<file path="config.mk">
export PLATFORM = sky130hd
export DESIGN_NAME = sram_host_ctrl
export DESIGN_NICKNAME = d
export VERILOG_FILES = /design/src/sram_host_ctrl.v /design/src/sram_delay_timer.v
export VERILOG_INCLUDE_DIRS = /design/src
export SDC_FILE = /design/constraint.sdc
export NUM_CORES = 1
export LEC_CHECK = 0
export BUFFER_PORTS_ARGS = -buffer_cell sky130_fd_sc_hd__buf_2
export CAP_MARGIN = 20
export CORE_MARGIN = 3
export CORE_UTILIZATION = 50
export CTS_CLUSTER_DIAMETER = 200
export CTS_CLUSTER_SIZE = 40
export DETAILED_ROUTE_END_ITERATION = 10
export HOLD_SLACK_MARGIN = 0.06
export PLACE_DENSITY = 0.79
export SLEW_MARGIN = 20
export SYNTH_ARGS = -nofsm -noshare
export SYNTH_HDL_FRONTEND = slang
export SYNTH_SLANG_ARGS = --single-unit
</file>
<file path="constraint.sdc">
create_clock -name i_core_clk -period 3.1 [get_ports i_core_clk]
set_input_delay 0.62 -clock i_core_clk [delete_from_list [all_inputs] [get_ports i_core_clk]]
set_output_delay 0.62 -clock i_core_clk [all_outputs]
set_load 0.005 [all_outputs]
</file>
<file path="src/sram_ctrl_regs.vh">
// Constants and timing counts for the static memory controller
`ifndef SRAM_CTRL_REGS_VH
`define SRAM_CTRL_REGS_VH
`define CLK_PERIOD_NS 100
`define ADDR_WIDTH 17
`define DATA_WIDTH 8
`define T_READ_ACCESS_NS 40
`define T_WRITE_PULSE_NS 28
`define T_WRITE_CYCLE_NS 35
`define T_DATA_SETUP_NS 18
`define T_READ_PERIOD_NS 40
`define T_OE_HIGHZ_NS 10
// Least times round up to whole cycles, never below one
`define NS_TO_CYC(ns) ((((ns) + `CLK_PERIOD_NS - 1) / `CLK_PERIOD_NS) < 1 ? 1 : \
	(((ns) + `CLK_PERIOD_NS - 1) / `CLK_PERIOD_NS))
`define CYC_READ `NS_TO_CYC(`T_READ_ACCESS_NS)
`define CYC_WRITE `NS_TO_CYC(`T_WRITE_PULSE_NS)
`define CYC_WRITE_GAP `NS_TO_CYC(`T_WRITE_CYCLE_NS - `T_WRITE_PULSE_NS)
`define CYC_RECOVER `NS_TO_CYC(`T_READ_PERIOD_NS)
`define CYC_TURN `NS_TO_CYC(`T_OE_HIGHZ_NS)
`define CNT_WIDTH 4
`endif

</file>
<file path="src/sram_host_ctrl.v">
// Host controller driving an asynchronous 128K x 8 static memory
`timescale 1ns/1ps
`include "sram_ctrl_regs.vh"
module sram_host_ctrl #(
	parameter ADDR_WIDTH = `ADDR_WIDTH,
	parameter DATA_WIDTH = `DATA_WIDTH
) (
	input wire i_core_clk,
	input wire i_rst,
	// User request port
	input wire i_req_valid,
	input wire i_req_write,
	input wire [ADDR_WIDTH-1:0] i_req_addr,
	input wire [DATA_WIDTH-1:0] i_req_wdata,
	output wire o_req_ready,
	output reg [DATA_WIDTH-1:0] o_rsp_rdata,
	output reg o_rsp_valid,
	// Power control
	input wire i_retention_req,
	input wire i_supply_ok,
	output wire o_retention_ack,
	// Memory pins
	output reg [ADDR_WIDTH-1:0] o_word_address,
	output reg [DATA_WIDTH-1:0] o_byte_data_pins,
	output reg o_byte_data_pins_oe,
	input wire [DATA_WIDTH-1:0] i_byte_data_pins,
	output reg o_select_active_low_n,
	output reg o_select_active_high,
	output reg o_write_strobe_n,
	output reg o_output_enable_n
);
	// Controller states
	localparam [2:0] ST_POWER = 3'd0; // Supply absent or recovering
	localparam [2:0] ST_IDLE = 3'd1; // Selected idle, outputs off
	localparam [2:0] ST_READ = 3'd2; // Read access in progress
	localparam [2:0] ST_WSETUP = 3'd3; // Address and data placed
	localparam [2:0] ST_WPULSE = 3'd4; // Strobe low
	localparam [2:0] ST_WHOLD = 3'd5; // Strobe released, data held
	localparam [2:0] ST_RETAIN = 3'd6; // Data retention, deselected
	localparam [2:0] ST_TURN = 3'd7; // Output disable before next access

	// Whole-cycle waits, worked out at full width then cut to the timer width
	localparam integer N_READ_I = `CYC_READ;
	localparam integer N_WRITE_I = `CYC_WRITE;
	localparam integer N_GAP_I = `CYC_WRITE_GAP;
	localparam integer N_RECOVER_I = `CYC_RECOVER;
	localparam integer N_TURN_I = `CYC_TURN;
	localparam [`CNT_WIDTH-1:0] N_READ = N_READ_I[`CNT_WIDTH-1:0];
	localparam [`CNT_WIDTH-1:0] N_WRITE = N_WRITE_I[`CNT_WIDTH-1:0];
	localparam [`CNT_WIDTH-1:0] N_GAP = N_GAP_I[`CNT_WIDTH-1:0];
	localparam [`CNT_WIDTH-1:0] N_RECOVER = N_RECOVER_I[`CNT_WIDTH-1:0];
	localparam [`CNT_WIDTH-1:0] N_TURN = N_TURN_I[`CNT_WIDTH-1:0];

	reg [2:0] state_q; // Current state
	reg [2:0] state_d; // Next state
	reg tmr_load; // Start a wait
	reg [`CNT_WIDTH-1:0] tmr_count; // Length of the wait
	wire tmr_done; // Wait expired

	// Shared wait timer for every timed phase
	sram_delay_timer #(
		.WIDTH(`CNT_WIDTH)
	) u_timer (
		.i_core_clk(i_core_clk),
		.i_rst(i_rst),
		.i_load(tmr_load),
		.i_count(tmr_count),
		.o_done(tmr_done)
	);

	// Requests are taken only when selected and idle
	assign o_req_ready = (state_q == ST_IDLE) && !i_retention_req && i_supply_ok;
	assign o_retention_ack = (state_q == ST_RETAIN);

	// Next-state logic
	always @* begin
		state_d = state_q;
		tmr_load = 1'b0;
		tmr_count = {`CNT_WIDTH{1'b0}};
		case (state_q)
			ST_POWER: begin
				// Stay deselected until supply good and recovery over
				if (!i_supply_ok) begin
					tmr_load = 1'b1;
					tmr_count = N_RECOVER;
				end else if (tmr_done) begin
					state_d = ST_IDLE;
				end
			end
			ST_IDLE: begin
				if (!i_supply_ok) begin
					state_d = ST_POWER;
				end else if (i_retention_req) begin
					state_d = ST_RETAIN; // No delay needed
				end else if (i_req_valid) begin
					tmr_load = 1'b1;
					if (i_req_write) begin
						state_d = ST_WSETUP;
						tmr_count = {{(`CNT_WIDTH-1){1'b0}}, 1'b1};
					end else begin
						state_d = ST_READ;
						tmr_count = N_READ;
					end
				end
			end
			ST_READ: begin
				if (tmr_done) begin
					state_d = ST_TURN;
					tmr_load = 1'b1;
					tmr_count = N_TURN;
				end
			end
			ST_WSETUP: begin
				// Address stable before strobe falls
				if (tmr_done) begin
					state_d = ST_WPULSE;
					tmr_load = 1'b1;
					tmr_count = N_WRITE;
				end
			end
			ST_WPULSE: begin
				if (tmr_done) begin
					state_d = ST_WHOLD;
					tmr_load = 1'b1;
					tmr_count = N_GAP;
				end
			end
			ST_WHOLD: begin
				if (tmr_done) begin
					state_d = ST_IDLE;
				end
			end
			ST_RETAIN: begin
				if (!i_supply_ok) begin
					state_d = ST_POWER;
				end else if (!i_retention_req) begin
					state_d = ST_IDLE;
				end
			end
			ST_TURN: begin
				if (tmr_done) begin
					state_d = ST_IDLE;
				end
			end
			default: begin
				state_d = ST_POWER;
			end
		endcase
		// Supply loss overrides any phase, so no access runs on a ramp
		if (!i_supply_ok) begin
			state_d = ST_POWER;
			tmr_load = 1'b1;
			tmr_count = N_RECOVER;
		end
	end

	// State register
	always @(posedge i_core_clk) begin
		if (i_rst) begin
			state_q <= ST_POWER;
		end else begin
			state_q <= state_d;
		end
	end

	// Pin and response registers
	always @(posedge i_core_clk) begin
		if (i_rst) begin
			o_word_address <= {ADDR_WIDTH{1'b0}};
			o_byte_data_pins <= {DATA_WIDTH{1'b0}};
			o_byte_data_pins_oe <= 1'b0;
			o_select_active_low_n <= 1'b1;
			o_select_active_high <= 1'b0;
			o_write_strobe_n <= 1'b1;
			o_output_enable_n <= 1'b1;
			o_rsp_rdata <= {DATA_WIDTH{1'b0}};
			o_rsp_valid <= 1'b0;
		end else begin
			o_rsp_valid <= 1'b0;
			// Deselect outside active states
			o_select_active_low_n <= !(state_d == ST_IDLE || state_d == ST_READ ||
				state_d == ST_WSETUP || state_d == ST_WPULSE ||
				state_d == ST_WHOLD || state_d == ST_TURN);
			o_select_active_high <= !(state_d == ST_POWER || state_d == ST_RETAIN);
			// Strobe low only inside the write pulse
			o_write_strobe_n <= (state_d != ST_WPULSE);
			// Enable low only during reads; high in write and retention
			o_output_enable_n <= (state_d != ST_READ);
			if (state_q == ST_IDLE && state_d != ST_IDLE && state_d != ST_RETAIN &&
				state_d != ST_POWER) begin
				o_word_address <= i_req_addr;
				o_byte_data_pins <= i_req_wdata;
			end
			// Drive data from setup through hold, past strobe rise
			o_byte_data_pins_oe <= (state_d == ST_WSETUP || state_d == ST_WPULSE ||
				state_d == ST_WHOLD);
			// Sample read data at end of access
			if (state_q == ST_READ && tmr_done) begin
				o_rsp_rdata <= i_byte_data_pins;
				o_rsp_valid <= 1'b1;
			end
		end
	end
endmodule // sram_host_ctrl

</file>
<file path="src/sram_delay_timer.v">
// Down counter whose flag goes high when a loaded wait expires and stays high until the next load
`timescale 1ns/1ps
module sram_delay_timer #(
	parameter WIDTH = 4
) (
	input wire i_core_clk,
	input wire i_rst,
	input wire i_load,
	input wire [WIDTH-1:0] i_count,
	output wire o_done
);
	reg [WIDTH-1:0] count_q; // Remaining cycles
	reg [WIDTH-1:0] count_d;

	// Next count: load wins, else count toward zero
	always @* begin
		count_d = count_q;
		if (i_load) begin
			count_d = i_count;
		end else if (count_q != {WIDTH{1'b0}}) begin
			count_d = count_q - {{(WIDTH-1){1'b0}}, 1'b1};
		end
	end

	// Count register
	always @(posedge i_core_clk) begin
		if (i_rst) begin
			count_q <= {WIDTH{1'b0}};
		end else begin
			count_q <= count_d;
		end
	end

	// Expired when the count sits at zero; never looks at the load, which the
	// caller derives from this flag, so no loop through the two can form
	assign o_done = (count_q == {WIDTH{1'b0}});
endmodule // sram_delay_timer

</file>
# --- Word-level counts from Yosys, hierarchy flattened ---
# Index checks and enable logic that the tools add are counted.
totals:
  ff_bits: 46
  input_bits: 39
  out_inout_bits: 41
  wordCells: 78
classes:
  add_sub_neg: 1
  n_eq_ne: 18
  muxes: 23
  reduce_logical: 25
ops:
  columns: ["op", "count"]
  rows:
  - ["equality test 3 bit, second input constant", 8]
  - ["two-way mux 3 bit", 8]
  - ["one-hot mux 3 bit (6 select lines)", 1]
  - ["equality test 3 x 2 -> 1 bit, second input constant", 4]
  - ["two-way mux 4 bit", 3]
  - ["two-way mux 1 bit", 9]
  - ["logical OR 1 bit", 8]
  - ["equality test 3 x 1 -> 1 bit, second input constant", 2]
  - ["logical AND 1 bit", 6]
  - ["logical NOT 3 bit", 2]
  - ["inequality test 3 bit, second input constant", 2]
  - ["OR reduction 3 bit", 2]
  - ["logical NOT 4 bit", 1]
  - ["one-hot mux 1 bit (2 select lines)", 2]
  - ["nonzero test 4 bit", 1]
  - ["subtractor 4 x 1 -> 4 bit, second input constant", 1]
  - ["logical NOT 1 bit", 3]
  - ["inequality test 3 x 1 -> 1 bit, second input constant", 1]
  - ["inequality test 3 x 2 -> 1 bit, second input constant", 1]
  - ["nonzero test 3 bit", 1]
  - ["nonzero test 2 bit", 1]

# --- Longest topological paths before layout ---
# Gate-level depths: netlist of run 1.
logic_depth:
  depth_word: 12
  depth_mapped: 9
  ltp_nobuf: 7

# --- Cells and area by module ---
# Synthesis of run 1 repeated with hierarchy kept, for this count alone.
unflattened:
  hier_cells: 227
  hier_area_um2: 2160.8
modules_own_cells:
  columns: ["module", "instances", "cells_per_inst", "area_each_um2"]
  rows:
  - ["sram_host_ctrl", 1, 203, 1931.9]
  - ["sram_delay_timer", 1, 24, 229.0]

# --- Least setup slack after synthesis of run 1 ---
# Ideal clock, no wire load.
synth_timing:
  kind: "register -> register"
  startpoint: "reg u_timer.count_q[0]"
  endpoint: "reg o_word_address[10]"
  setup_ns: 0.058
  arrival_ns: 1.919
  t_required_ns: 3.042
  path_slack_ns: 1.124
  path_stages_with_launch: 9
  path_buffers: 1
  period_less_slack_ns: 1.976
  path_cell_list: "dfxtp_1 > inv_1 > ha_1 > nor3b_4 > mux2_4 > o211ai_4 > nand3b_4 > buf_6 > o221a_4"
synth_between:
  elab_chain_cells: 8
synth_lines:
  columns: ["element", "line_no", "rtl"]
  rows:
  - ["start, declared", "sram_delay_timer.v:12", "reg [WIDTH-1:0] count_q;"]
  - ["start signal, assigned", "sram_delay_timer.v:28", "count_q <= {WIDTH{1'b0}};"]
  - ["start signal, assigned", "sram_delay_timer.v:30", "count_q <= count_d;"]
  - ["logical NOT 4 bit (*)", "sram_delay_timer.v:36", "assign o_done = (count_q == {WIDTH{1'b0}});"]
  - ["two-way mux 3 bit (on tied branches)", null, null]
  - ["one-hot mux 3 bit (6 select lines) (*)", "sram_host_ctrl.v:80", "case (state_q)"]
  - ["two-way mux 3 bit (*)", "sram_host_ctrl.v:150", "if (!i_supply_ok) begin"]
  - ["inequality test 3 x 1 -> 1 bit", "sram_host_ctrl.v:189", "if (state_q == ST_IDLE && state_d != ST_IDLE && state_d != ST_RETAIN &&"]
  - ["logical AND 1 bit (2 in a row)", "sram_host_ctrl.v:189", null]
  - ["logical AND 1 bit (*)", "sram_host_ctrl.v:189", null]
  - ["end signal, assigned", "sram_host_ctrl.v:169", "o_word_address <= {ADDR_WIDTH{1'b0}};"]
  - ["end signal, assigned", "sram_host_ctrl.v:191", "o_word_address <= i_req_addr;"]
  - ["end, declared", "sram_host_ctrl.v:23", "output reg [ADDR_WIDTH-1:0] o_word_address,"]
# Mark *: on every way between the ends. The rest lies on a longest branch, timed or not.
# A chain may end at the register's enable or synchronous reset.

# --- Worst setup path after layout of run 1 ---
layout_timing:
  startpoint: "reg u_timer.count_q[0]"
  endpoint: "reg o_byte_data_pins[6]"
layout_between:
  elab_chain_cells: 8
layout_lines:
  columns: ["element", "line_no", "rtl"]
  rows:
  - ["logical NOT 4 bit (*)", "sram_delay_timer.v:36", null]
  - ["two-way mux 3 bit (on tied branches)", null, null]
  - ["one-hot mux 3 bit (6 select lines) (*)", "sram_host_ctrl.v:80", null]
  - ["two-way mux 3 bit (*)", "sram_host_ctrl.v:150", null]
  - ["inequality test 3 x 1 -> 1 bit", "sram_host_ctrl.v:189", null]
  - ["logical AND 1 bit (2 in a row)", "sram_host_ctrl.v:189", null]
  - ["logical AND 1 bit (*)", "sram_host_ctrl.v:189", null]
  - ["end signal, assigned", "sram_host_ctrl.v:170", "o_byte_data_pins <= {DATA_WIDTH{1'b0}};"]
  - ["end signal, assigned", "sram_host_ctrl.v:192", "o_byte_data_pins <= i_req_wdata;"]
  - ["end, declared", "sram_host_ctrl.v:24", "output reg [DATA_WIDTH-1:0] o_byte_data_pins,"]
# Marks and branches as above.

==> impl_metrics.tcl, run 1 <==
set metrics [dict create \
    grt_max_degree 69 \
    synth_top_flop_cell "dfxtp_1" \
    cts_resized 0 \
    r2r_start "u_timer.count_q[0]" \
    grt_first_pass_wirelength_um 8790 \
    core_um2 4820 \
    setup_viol 0 \
    cp_max_fo 25 \
    p_leak_nw 1.34 \
    ff2ff_setup_slack_ns 0.77 \
    clock_latency_ns 0.30 \
    drt_first_iter_violations 98 \
    setup_ws_ns 0.773 \
    start_util_pct 52.4 \
    hold_path.class "flop to flop" \
    vias 1994 \
    final_nets 355 \
    die_area_um2 5940 \
    hold_start "o_rsp_rdata[5]" \
    yosysTopAreaCell "dfxtp_1" \
    outcome "finished clean" \
    antenna_found_initial 0 \
    clk_path_buf_depth 2 \
    reg2reg_depth 7 \
    async_reset_ff_share_pct 0 \
    reg2reg_to "o_byte_data_pins[6]" \
    ys_ff_latch 46 \
    dpl_worst_slack_ns 0.767 \
    timing.slew.headroom_pct 34.2 \
    first_global_vias 1979 \
    cp_cell_sequence "inv_1 -> ha_1 -> nor3b_4 -> mux2_4 -> o211ai_4 -> nand3b_4 -> o221a_2" \
    drt_first_pass_iters 4 \
    cp.buffers_inverters 1 \
    rsz0062_at_grt "no" \
    start_kind "flop" \
    drt-total-wl_um 5240 \
    yosysUniqueCellTypes 51 \
    synth_nets 289 \
    ys_top_cells_by_area "dfxtp_1 36%, o221a_4 15%, nor2_1 5.9%" \
    via_per_inst 5.21 \
    cp_slowest_cell "nand3b_4" \
    syn_inst 249 \
    whs_ns 0.499 \
    io_pins 80 \
    grt_usage_pct 17.8 \
    hold_viol_final 0 \
    finClkSkew_ns 0.00940 \
    die_h_um 77.1 \
    end_kind "flop" \
    rows 25 \
    clock-sinks 46 \
    syn2layout_area_growth_pct 16.9 \
    multi_input_area_um2 1440 \
    min_period_over_period_pct 75.1 \
    drc 0 \
    fillCellCount 427 \
    sw_frac_of_total_pct 27.8 \
    hold_end "o_rsp_rdata[5]" \
    cp_data_required_time_ns 3.34 \
    power_frac_comb_pct 21.6 \
    synth_edf_count 0 \
    tightest_slew_ns 0.987 \
    postCtsHoldBufs 0 \
    powerDensity_nw_per_um2 444 \
    maxCapViolCount 0 \
    ant_nets 0 \
    internal_power_w 0.000948 \
    crit_type "flop to flop" \
    max_stage_delay_ns 0.44 \
    slew_viol_final 0 \
    root_buffer "clkbuf_8" \
    tns_ns 0 \
    cts_tree "built" \
    drive_above_1_share_pct 42.4 \
    max_freq_mhz 430 \
    place.gp.congestion 0.763 \
    path_clk_slew_ns 0.09 \
    hold_depth 2 \
    yosys_warnings 0 \
    critical_path.top_delay_family "simple AND/OR/NAND/NOR gates" \
    finalPower_w 0.00131 \
    die_w_um 77.1 \
    clkPwrFrac_pct 27.5 \
    peakVddDrop_mv 0.372 \
    numPortBuffers 79 \
    min_period_ns 2.33 \
    syn_area_per_cell_um2 10.1 \
    yosysTopAreaCellShare_pct 36.5 \
    hpwl_um 3560 \
    post-cts-setup-buffer-count 0 \
    overflow 0 \
    yosysSeqAreaShare_pct 36.5 \
    seqCellArea_um2 921 \
    antennaDiodeCount 0 \
    htree_levels 2 \
    detail_route.wl_per_cell_um 13.7 \
    synth_area_um2 2520 \
    cts_buffers 5 \
    p_switching_w 0.000364 \
    cp.arrival_ns 2.57 \
    seqPwrFrac_pct 50.9 \
]
[cell usage in the layout (no fill, tap or decap), types with 2 or more instances in the layout]
cell type	count
a21o_1	2
a21oi_1	2
and2b_1	2
and2b_2	9
buf_2	79
buf_4	2
clkbuf_8	5
dfxtp_1	46
inv_1	3
mux2i_1	10
nand2_1	5
nand3_1	4
nand3b_1	2
nor2_1	40
nor2b_1	16
nor3_1	3
nor3b_1	2
o21a_1	2
o21ai_0	29
o221a_2	5
o221a_4	19
xnor2_1	2
[cells in the mapped netlist, types with 4 or more instances]
cell / n
o221a_4: 19
nand2_1: 5
o221a_2: 5
clkbuf_1: 8
nor2b_1: 16
and2b_2: 9
buf_6: 4
dfxtp_1: 46
nor2_1: 40
o21ai_0: 29
nand3_1: 4
mux2i_1: 10
[cell type report]
| class | count | share of cell area, % |
|---|---|---|
| inverters | 3 | 0.382 |
| clock inverters | 3 | 0.721 |
| clock buffers | 5 | 2.33 |
| multi-input cells | 178 | 48.6 |
| repair buffers | 81 | 13.9 |
| flip-flops and latches | 46 | 31.2 |
| well taps | 67 | 2.84 |
[power by group through the flow]
stage,clock network (W),logic (W),registers [W]
floorplan,0,0.000204,0.000675
global placement,0,0.000277,0.000679
detailed placement,0,0.000285,0.000681
CTS,0.000372,0.000286,0.000668
global route,0.000398,0.000313,0.000676
finish,0.000361,0.000283,0.000668
[metrics by stage]
stage	instance area [um2]	utilization [%]	cells
after floorplan	2520	-	249
after detailed placement	2860	59.4	375
after global routing	2950	61.3	383
final	2950	61.3	383
after global placement	2860	59.4	375
after CTS	2950	61.3	383
[kinds of logic (layout without fill, tap and decap cells)]
kind of cell,Yosys count,in the layout,synth area share (%)
simple gates,96,96,22.6
compound gates,67,67,28.0
flops,46,46,36.5
buf+inv,25,92,6.69
mux,12,12,5.00
xor+xnor,2,2,0.694
fa+ha+maj,1,1,0.495
[metal layers]
metal  GRT usage (%)  wire, um
met1            23.2      2530
met2            29.0      2270
met3            4.69       387
met4            5.16        49
met5               0         0
[tightest hold or removal path, delay by kind of cell, from the launching register on]
kind	cells	cell delay [ns]
and+or+nand+nor	1	0.07
DFF	1	0.33
muxes	1	0.07
[how the worst max path moves through the flow]
stage / startpoint / to / slack (ns) / cells after the start
after floorplan: u_timer.count_q[0] / o_word_address[10] / 1.12 / 8
after global placement: u_timer.count_q[0] / o_word_address[0] / 0.81 / 7
after detailed placement: u_timer.count_q[0] / o_byte_data_pins[6] / 0.77 / 7
after CTS: u_timer.count_q[0] / o_byte_data_pins[6] / 0.75 / 7
after global routing: u_timer.count_q[0] / o_word_address[0] / 0.62 / 7
final: u_timer.count_q[0] / o_byte_data_pins[6] / 0.77 / 7
[registers in the layout, summed over array words and instances, names as in the netlist, 3 cells and up]
| register | count |
|---|---|
| u_timer.count_q | 4 |
| o_word_address | 17 |
| state_q | 3 |
| o_rsp_rdata | 8 |
| o_byte_data_pins | 8 |
No activity file was read; power rests on OpenSTA's default activity.
==> run 2, diff against run 1 <==
Settings changed: CORE_UTILIZATION 50 to 46, PLACE_DENSITY 0.79 to 0.76.
Clock period 3.1 ns to 2.02 ns, I/O delays scaled along.
==> run 2 against run 1 <==
  * Largest power group unchanged
  * Utilization shrank 0.82 points
  * First-iteration DRC count grew 9.2%
  * Register-to-register slack lost 0.71 ns
  * Critical path type unchanged
  * Highest routed layer unchanged
  * Critical path depth grew 1
  * Count of clock-buffer cells in the layout grew 1
  * Design area grew 6.6%
  * Non-clock buffer count grew 14
  * Clock skew shrank 0.0032 ns
  * Flip-flop and latch count is the same
  * Power grew 67%
  * Critical endpoint is now o_byte_data_pins[5]
==> impl_metrics.tcl, run 2 (synthesis results as in run 1) <==
set metrics [dict create \
    cts_tree "built" \
    setup_viol 0 \
    grt_max_degree 53 \
    cts_buffers 5 \
    peakVddDrop_mv 0.414 \
    cp_data_required_time_ns 2.27 \
    tightest_slew_ns 0.735 \
    ant_nets 0 \
    first_global_vias 2022 \
    vias 2105 \
    top_regs "o_word_address x17, o_byte_data_pins x8, o_rsp_rdata x8" \
    cp.arrival_ns 2.21 \
    start_util_pct 48.5 \
    io_pins 80 \
    cp_cell_sequence "inv_2 -> ha_4 -> nor3b_4 -> mux2_4 -> o211ai_4 -> nand3b_4 -> buf_12 -> o221a_2" \
    die_area_um2 6410 \
    final_cell_mix "79 x buf_2, 43 x dfxtp_1, 40 x nor2_1" \
    largest-register "o_word_address" \
    final_nets 369 \
    max_stage_delay_ns 0.35 \
    place.gp.congestion 0.801 \
    core_um2 5200 \
    cp.buffers_inverters 2 \
    powerDensity_nw_per_um2 696 \
    critical_path.top_delay_family "simple AND/OR/NAND/NOR gates" \
    cp_slowest_cell "mux2_4" \
    crit_type "flop to flop" \
    root_buffer "clkbuf_8" \
    hold_viol_final 0 \
    drive_above_1_share_pct 46.4 \
    timing.slew.headroom_pct 51.0 \
    max_freq_mhz 510 \
    antennaDiodeCount 0 \
    finClkSkew_ns 0.00625 \
    die_h_um 80.1 \
    drt_first_iter_violations 107 \
    min_period_ns 1.96 \
    min_period_over_period_pct 97.0 \
    antenna_found_initial 0 \
    numPortBuffers 79 \
    maxCapViolCount 0 \
    slew_viol_final 0 \
    place_area_um2 3010 \
    clock-sinks 46 \
    drt-total-wl_um 5670 \
    via_per_inst 5.26 \
    final_area_um2 3150 \
    syn2layout_area_growth_pct 24.6 \
    path_clk_slew_ns 0.09 \
    final_common_cell "buf_2" \
    hold_path.class "input port to flop" \
    cp_max_fo 14 \
    clock_latency_ns 0.30 \
    drt_first_pass_iters 4 \
    drc 0 \
    detail_route.wl_per_cell_um 14.2 \
    largest_register_ffs 17 \
    hpwl_um 4160 \
    die_w_um 80.1 \
    grt_first_pass_wirelength_um 9500 \
    htree_levels 2 \
    clk_path_buf_depth 2 \
    rows 26 \
    end_kind "flop" \
    start_kind "flop" \
    rsz0062_at_grt "yes" \
    p_leak_nw 1.44 \
    grt_usage_pct 18.4 \
    utilization_pct 60.5 \
    overflow 0 \
    outcome "finished clean" \
]
run 2: cell types whose count changed in the layout (fill, tap and decap cells not counted), moves of 2 or more:
| cell | delta |
|---|---|
| buf_4 | +10 |
| buf_12 | +4 |
| dfxtp_1 | -3 |
| dfxtp_2 | +3 |
| inv_1 | -2 |
| inv_2 | +2 |
run 2: metrics by stage:
step / std cells / hold slack, ns / worst slack [ns] / TNS (ns) / total power (W)
2_1_floorplan: 249 / 0.488 / 0.0437 / 0 / 0.00135
3_3_place_gp: 391 / 0.472 / 0.0569 / 0 / 0.00149
3_5_place_dp: 391 / 0.484 / -0.0103 / -0.0206 / 0.00151
4_1_cts: 399 / 0.325 / 0.00550 / 0 / 0.00220
5_1_grt: 400 / 0.336 / -0.0422 / -0.417 / 0.00230
6_report: 400 / 0.331 / 0.0610 / 0 / 0.00219
run 2: path summary, 6_finish.rpt:
path / startpoint / cells after the start / endpoint / slack, ns
setup / recovery: u_timer.count_q[0] / 8 / o_byte_data_pins[5] / 0.06
hold / removal: i_byte_data_pins[2] / 3 / o_rsp_rdata[2] / 0.33
setup reg to reg: u_timer.count_q[0] / 8 / o_byte_data_pins[5] / 0.06
hold reg to reg: o_rsp_rdata[2] / 2 / o_rsp_rdata[2] / 0.50
run 2: timing repair:
| action | 4_1_cts | 5_1_grt |
|---|---|---|
| setup buffers | 0 | 1 |
| pin swaps | 1 | 1 |
| setup endpoints to repair | 25 | 28 |
| cloned | 0 | 0 |
| hold buffers | 0 | 0 |
| resized for setup | 2 | 5 |
run 2: tightest hold or removal path, delay by kind of cell:
family | cells | cell delay, ns
multiplexers | 1 | 0.05
buffers and inverters | 1 | 0.08
AND/OR/NAND/NOR | 1 | 0.07
run 2: cell type report:
class | count | area, um2
flip-flops and latches | 46 | 925
fillers | 462 | 2060
clock inverters | 2 | 37.5
repair buffers | 95 | 566
inverters | 3 | 11.3
clock buffers | 6 | 72.6
multi-input cells | 178 | 1450
well taps | 70 | 87.6
run 2: report_power, final:
part           leakage [nW]  switching, W  internal, W
sequential            0.376     0.0000512     0.000973
clock                0.0514      0.000318     0.000369
combinational          1.01      0.000209     0.000269
total                  1.44      0.000577      0.00161
run 2: routing by layer:
| layer | routed length [um] | up-vias | GRT usage [%] |
|---|---|---|---|
| li1 | - | 1050 | - |
| met1 | 2550 | 972 | 24.2 |
| met2 | 2520 | 72 | 28.3 |
| met3 | 518 | 11 | 6.50 |
| met4 | 82 | 0 | 5.07 |
| met5 | 0 | - | 0 |
==> run 3, diff against run 2 <==
Settings changed: CAP_MARGIN 20 to 5, CORE_UTILIZATION 46 to 44, PLACE_DENSITY 0.76 to 0.75, SYNTH_HIERARCHICAL from default to 1.
==> run 3 against run 2 <==
  * Register-to-register slack worse by 0.11 ns
  * Synthesized area down 14%
  * Die area down 9.8%
  * Design area down 7.4%
  * Count of clock-buffer cells in the layout unchanged
  * Critical path type unchanged
  * Synthesized cell count down 8.8%
  * Global-route usage down 2.4 points
  * The run now ends with setup timing left
  * Hold slack better by 0.015 ns
==> impl_metrics.tcl, run 3 <==
set metrics [dict create \
    ys_top_cells_by_area "dfxtp_1 43%, nand2b_1 16%, mux2i_1 12%" \
    die_w_um 76.1 \
    largest-register "o_word_address" \
    clock-sinks 46 \
    drt_first_pass_iters 4 \
    seqPwrFrac_pct 47.9 \
    grt_first_pass_wirelength_um 7740 \
    sw_frac_of_total_pct 24.6 \
    vias 1822 \
    start_util_pct 47.7 \
    crit_type "flop to flop" \
    fillCellCount 399 \
    die_area_um2 5790 \
    cp_data_required_time_ns 2.24 \
    final_common_cell "buf_2" \
    p_switching_w 0.000498 \
    drt_first_iter_violations 77 \
    max_stage_delay_ns 0.35 \
    hpwl_um 3270 \
    yosysTopAreaCellShare_pct 42.6 \
    antennaDiodeCount 0 \
    slew_viol_final 0 \
    htree_levels 2 \
    syn_area_per_cell_um2 9.52 \
    top_regs "o_word_address x17, o_byte_data_pins x8, o_rsp_rdata x8" \
    power_frac_comb_pct 19.0 \
    yosysTopAreaCell "dfxtp_1" \
    drc 0 \
    violations "setup timing" \
    start_kind "flop" \
    hold_viol_final 0 \
    peakVddDrop_mv 0.438 \
    ant_nets 0 \
    synth_commonest_cells "54 x nand2b_1, 46 x dfxtp_1, 26 x mux2i_1, 24 x nand2_1" \
    clock_latency_ns 0.29 \
    utilization_pct 64.2 \
    root_buffer "clkbuf_8" \
    async_reset_ff_share_pct 0 \
    cp_cell_sequence "inv_2 -> ha_4 -> nor3b_4 -> mux2_4 -> mux2i_4 -> o21ai_4 -> a21boi_2 -> a21boi_4 -> buf_6 -> buf_16 -> mux2i_1" \
    via_per_inst 4.68 \
    syn_inst 227 \
    cts_tree "built" \
    antenna_found_initial 0 \
    largest_register_ffs 17 \
    numPortBuffers 79 \
    detail_route.wl_per_cell_um 12.0 \
    setup_viol 25 \
    drive_above_1_share_pct 41.4 \
    yosysSeqAreaShare_pct 42.6 \
    grt_max_degree 43 \
    final_cell_mix "79 x buf_2, 53 x nand2b_1, 44 x dfxtp_1" \
    clk_path_buf_depth 2 \
    path_clk_slew_ns 0.08 \
    maxCapViolCount 0 \
    cp.buffers_inverters 3 \
    internal_power_w 0.00153 \
    drt-total-wl_um 4690 \
    io_pins 80 \
    syn2layout_area_growth_pct 34.8 \
    rsz0062_at_grt "yes" \
    place.gp.congestion 0.746 \
    powerDensity_nw_per_um2 696 \
    min_period_ns 2.07 \
    synth_top_flop_cell "dfxtp_1" \
    ff2ff_setup_slack_ns -0.05 \
    overflow 0 \
    yosysUniqueCellTypes 37 \
    finClkSkew_ns 0.00422 \
    grt_usage_pct 15.9 \
    synth_area_um2 2160 \
    yosys_warnings 6 \
    min_period_over_period_pct 102 \
    hold_path.class "input port to flop" \
    post-synth-top-count-cell "nand2b_1" \
    first_global_vias 1747 \
    ys_ff_latch 46 \
    clkPwrFrac_pct 33.2 \
    cp_slowest_cell "dfxtp_2" \
    dpl_worst_slack_ns -0.0787 \
    cp_max_fo 6 \
    p_leak_nw 1.25 \
    critical_path.top_delay_family "multiplexers" \
    setup_ws_ns -0.0496 \
    cp.arrival_ns 2.29 \
    core_um2 4530 \
    rows 24 \
    final_nets 363 \
    die_h_um 76.1 \
    synth_edf_count 0 \
    outcome "finished with violations" \
    max_freq_mhz 483 \
    end_kind "flop" \
    cts_buffers 5 \
]
run 3: changes by cell type after synthesis, sizes merged, moves of 11 or more:
cell	delta
mux2i	+17
nor2b	-13
nor2	-34
nand2b	+53
o21ai	-27
and2b	-11
o221a	-24
nand2	+18
run 3: layer usage:
layer | GRT usage [%] | vias to the layer above | wire length (um)
li1 | - | 938 | -
met1 | 18.9 | 827 | 2070
met2 | 28.2 | 53 | 2300
met3 | 4.96 | 4 | 289
met4 | 3.62 | 0 | 33
met5 | 0 | - | 0
run 3: kinds of logic after synthesis:
kind of cell               after synthesis  synth area share, %
AOI/OAI and AO/OA                       22                 7.24
xor gates and xnor gates                 2                0.811
adders and majority gates                1                0.579
buffers and inverters                   19                 5.21
DFF                                     46                 42.6
muxes                                   31                 15.2
other                                    1                0.174
and+or+nand+nor                        105                 28.2
run 3: path summary, 6_finish.rpt:
path / start / end / cells past startpoint
max: u_timer/count_q[0] / o_word_address[6] / 11
min: i_byte_data_pins[0] / o_rsp_rdata[0] / 3
max reg2reg: u_timer/count_q[0] / o_word_address[6] / 11
min reg2reg: o_rsp_rdata[3] / o_rsp_rdata[3] / 2
run 3: area by class of cell:
| cell class | instances | area, um2 | area share [%] |
|---|---|---|---|
| repair buffers | 101 | 592 | 20.3 |
| inverters | 5 | 18.8 | 0.644 |
| flip-flops and latches | 46 | 923 | 31.7 |
| well taps | 65 | 81.3 | 2.79 |
| clock buffers | 6 | 72.6 | 2.49 |
| clock inverters | 2 | 37.5 | 1.29 |
| multi-input cells | 164 | 1190 | 40.8 |
run 3: what timing repair did:
item                       CTS  global route
hold buffers                 0             0
pin swaps                    1             2
setup buffers                8             2
gates cloned                 2             0
setup endpoints to repair   25            25
gates resized for setup      4             6
run 3: worst reg2reg max path: stages (launching register included):
cell      delay (ns)
dfxtp_2         0.35
inv_2           0.05
ha_4            0.15
nor3b_4         0.16
mux2_4          0.28
mux2i_4         0.16
o21ai_4         0.07
a21boi_2        0.12
a21boi_4        0.24
buf_6           0.14
buf_16          0.12
mux2i_1         0.17
run 3: per-stage QoR:
stage	instances	hold WS [ns]	power [W]	cell area [um2]	TNS, ns
floorplan	229	0.453	0.00121	2200	-0.286
global placement	371	0.440	0.00133	2680	0
detailed placement	371	0.445	0.00134	2680	-1.20
CTS	389	0.336	0.00204	2920	-1.49
global route	389	0.334	0.00212	2910	-3.78
finish	389	0.346	0.00203	2910	-0.745
run 3: power groups by stage:
stage | registers [W] | clock network [W] | logic [W]
after floorplan | 0.000987 | 0 | 0.000227
final | 0.000970 | 0.000672 | 0.000385
after detailed placement | 0.000992 | 0 | 0.000351
after CTS | 0.000969 | 0.000687 | 0.000385
after global placement | 0.000992 | 0 | 0.000339
after global routing | 0.000976 | 0.000726 | 0.000421
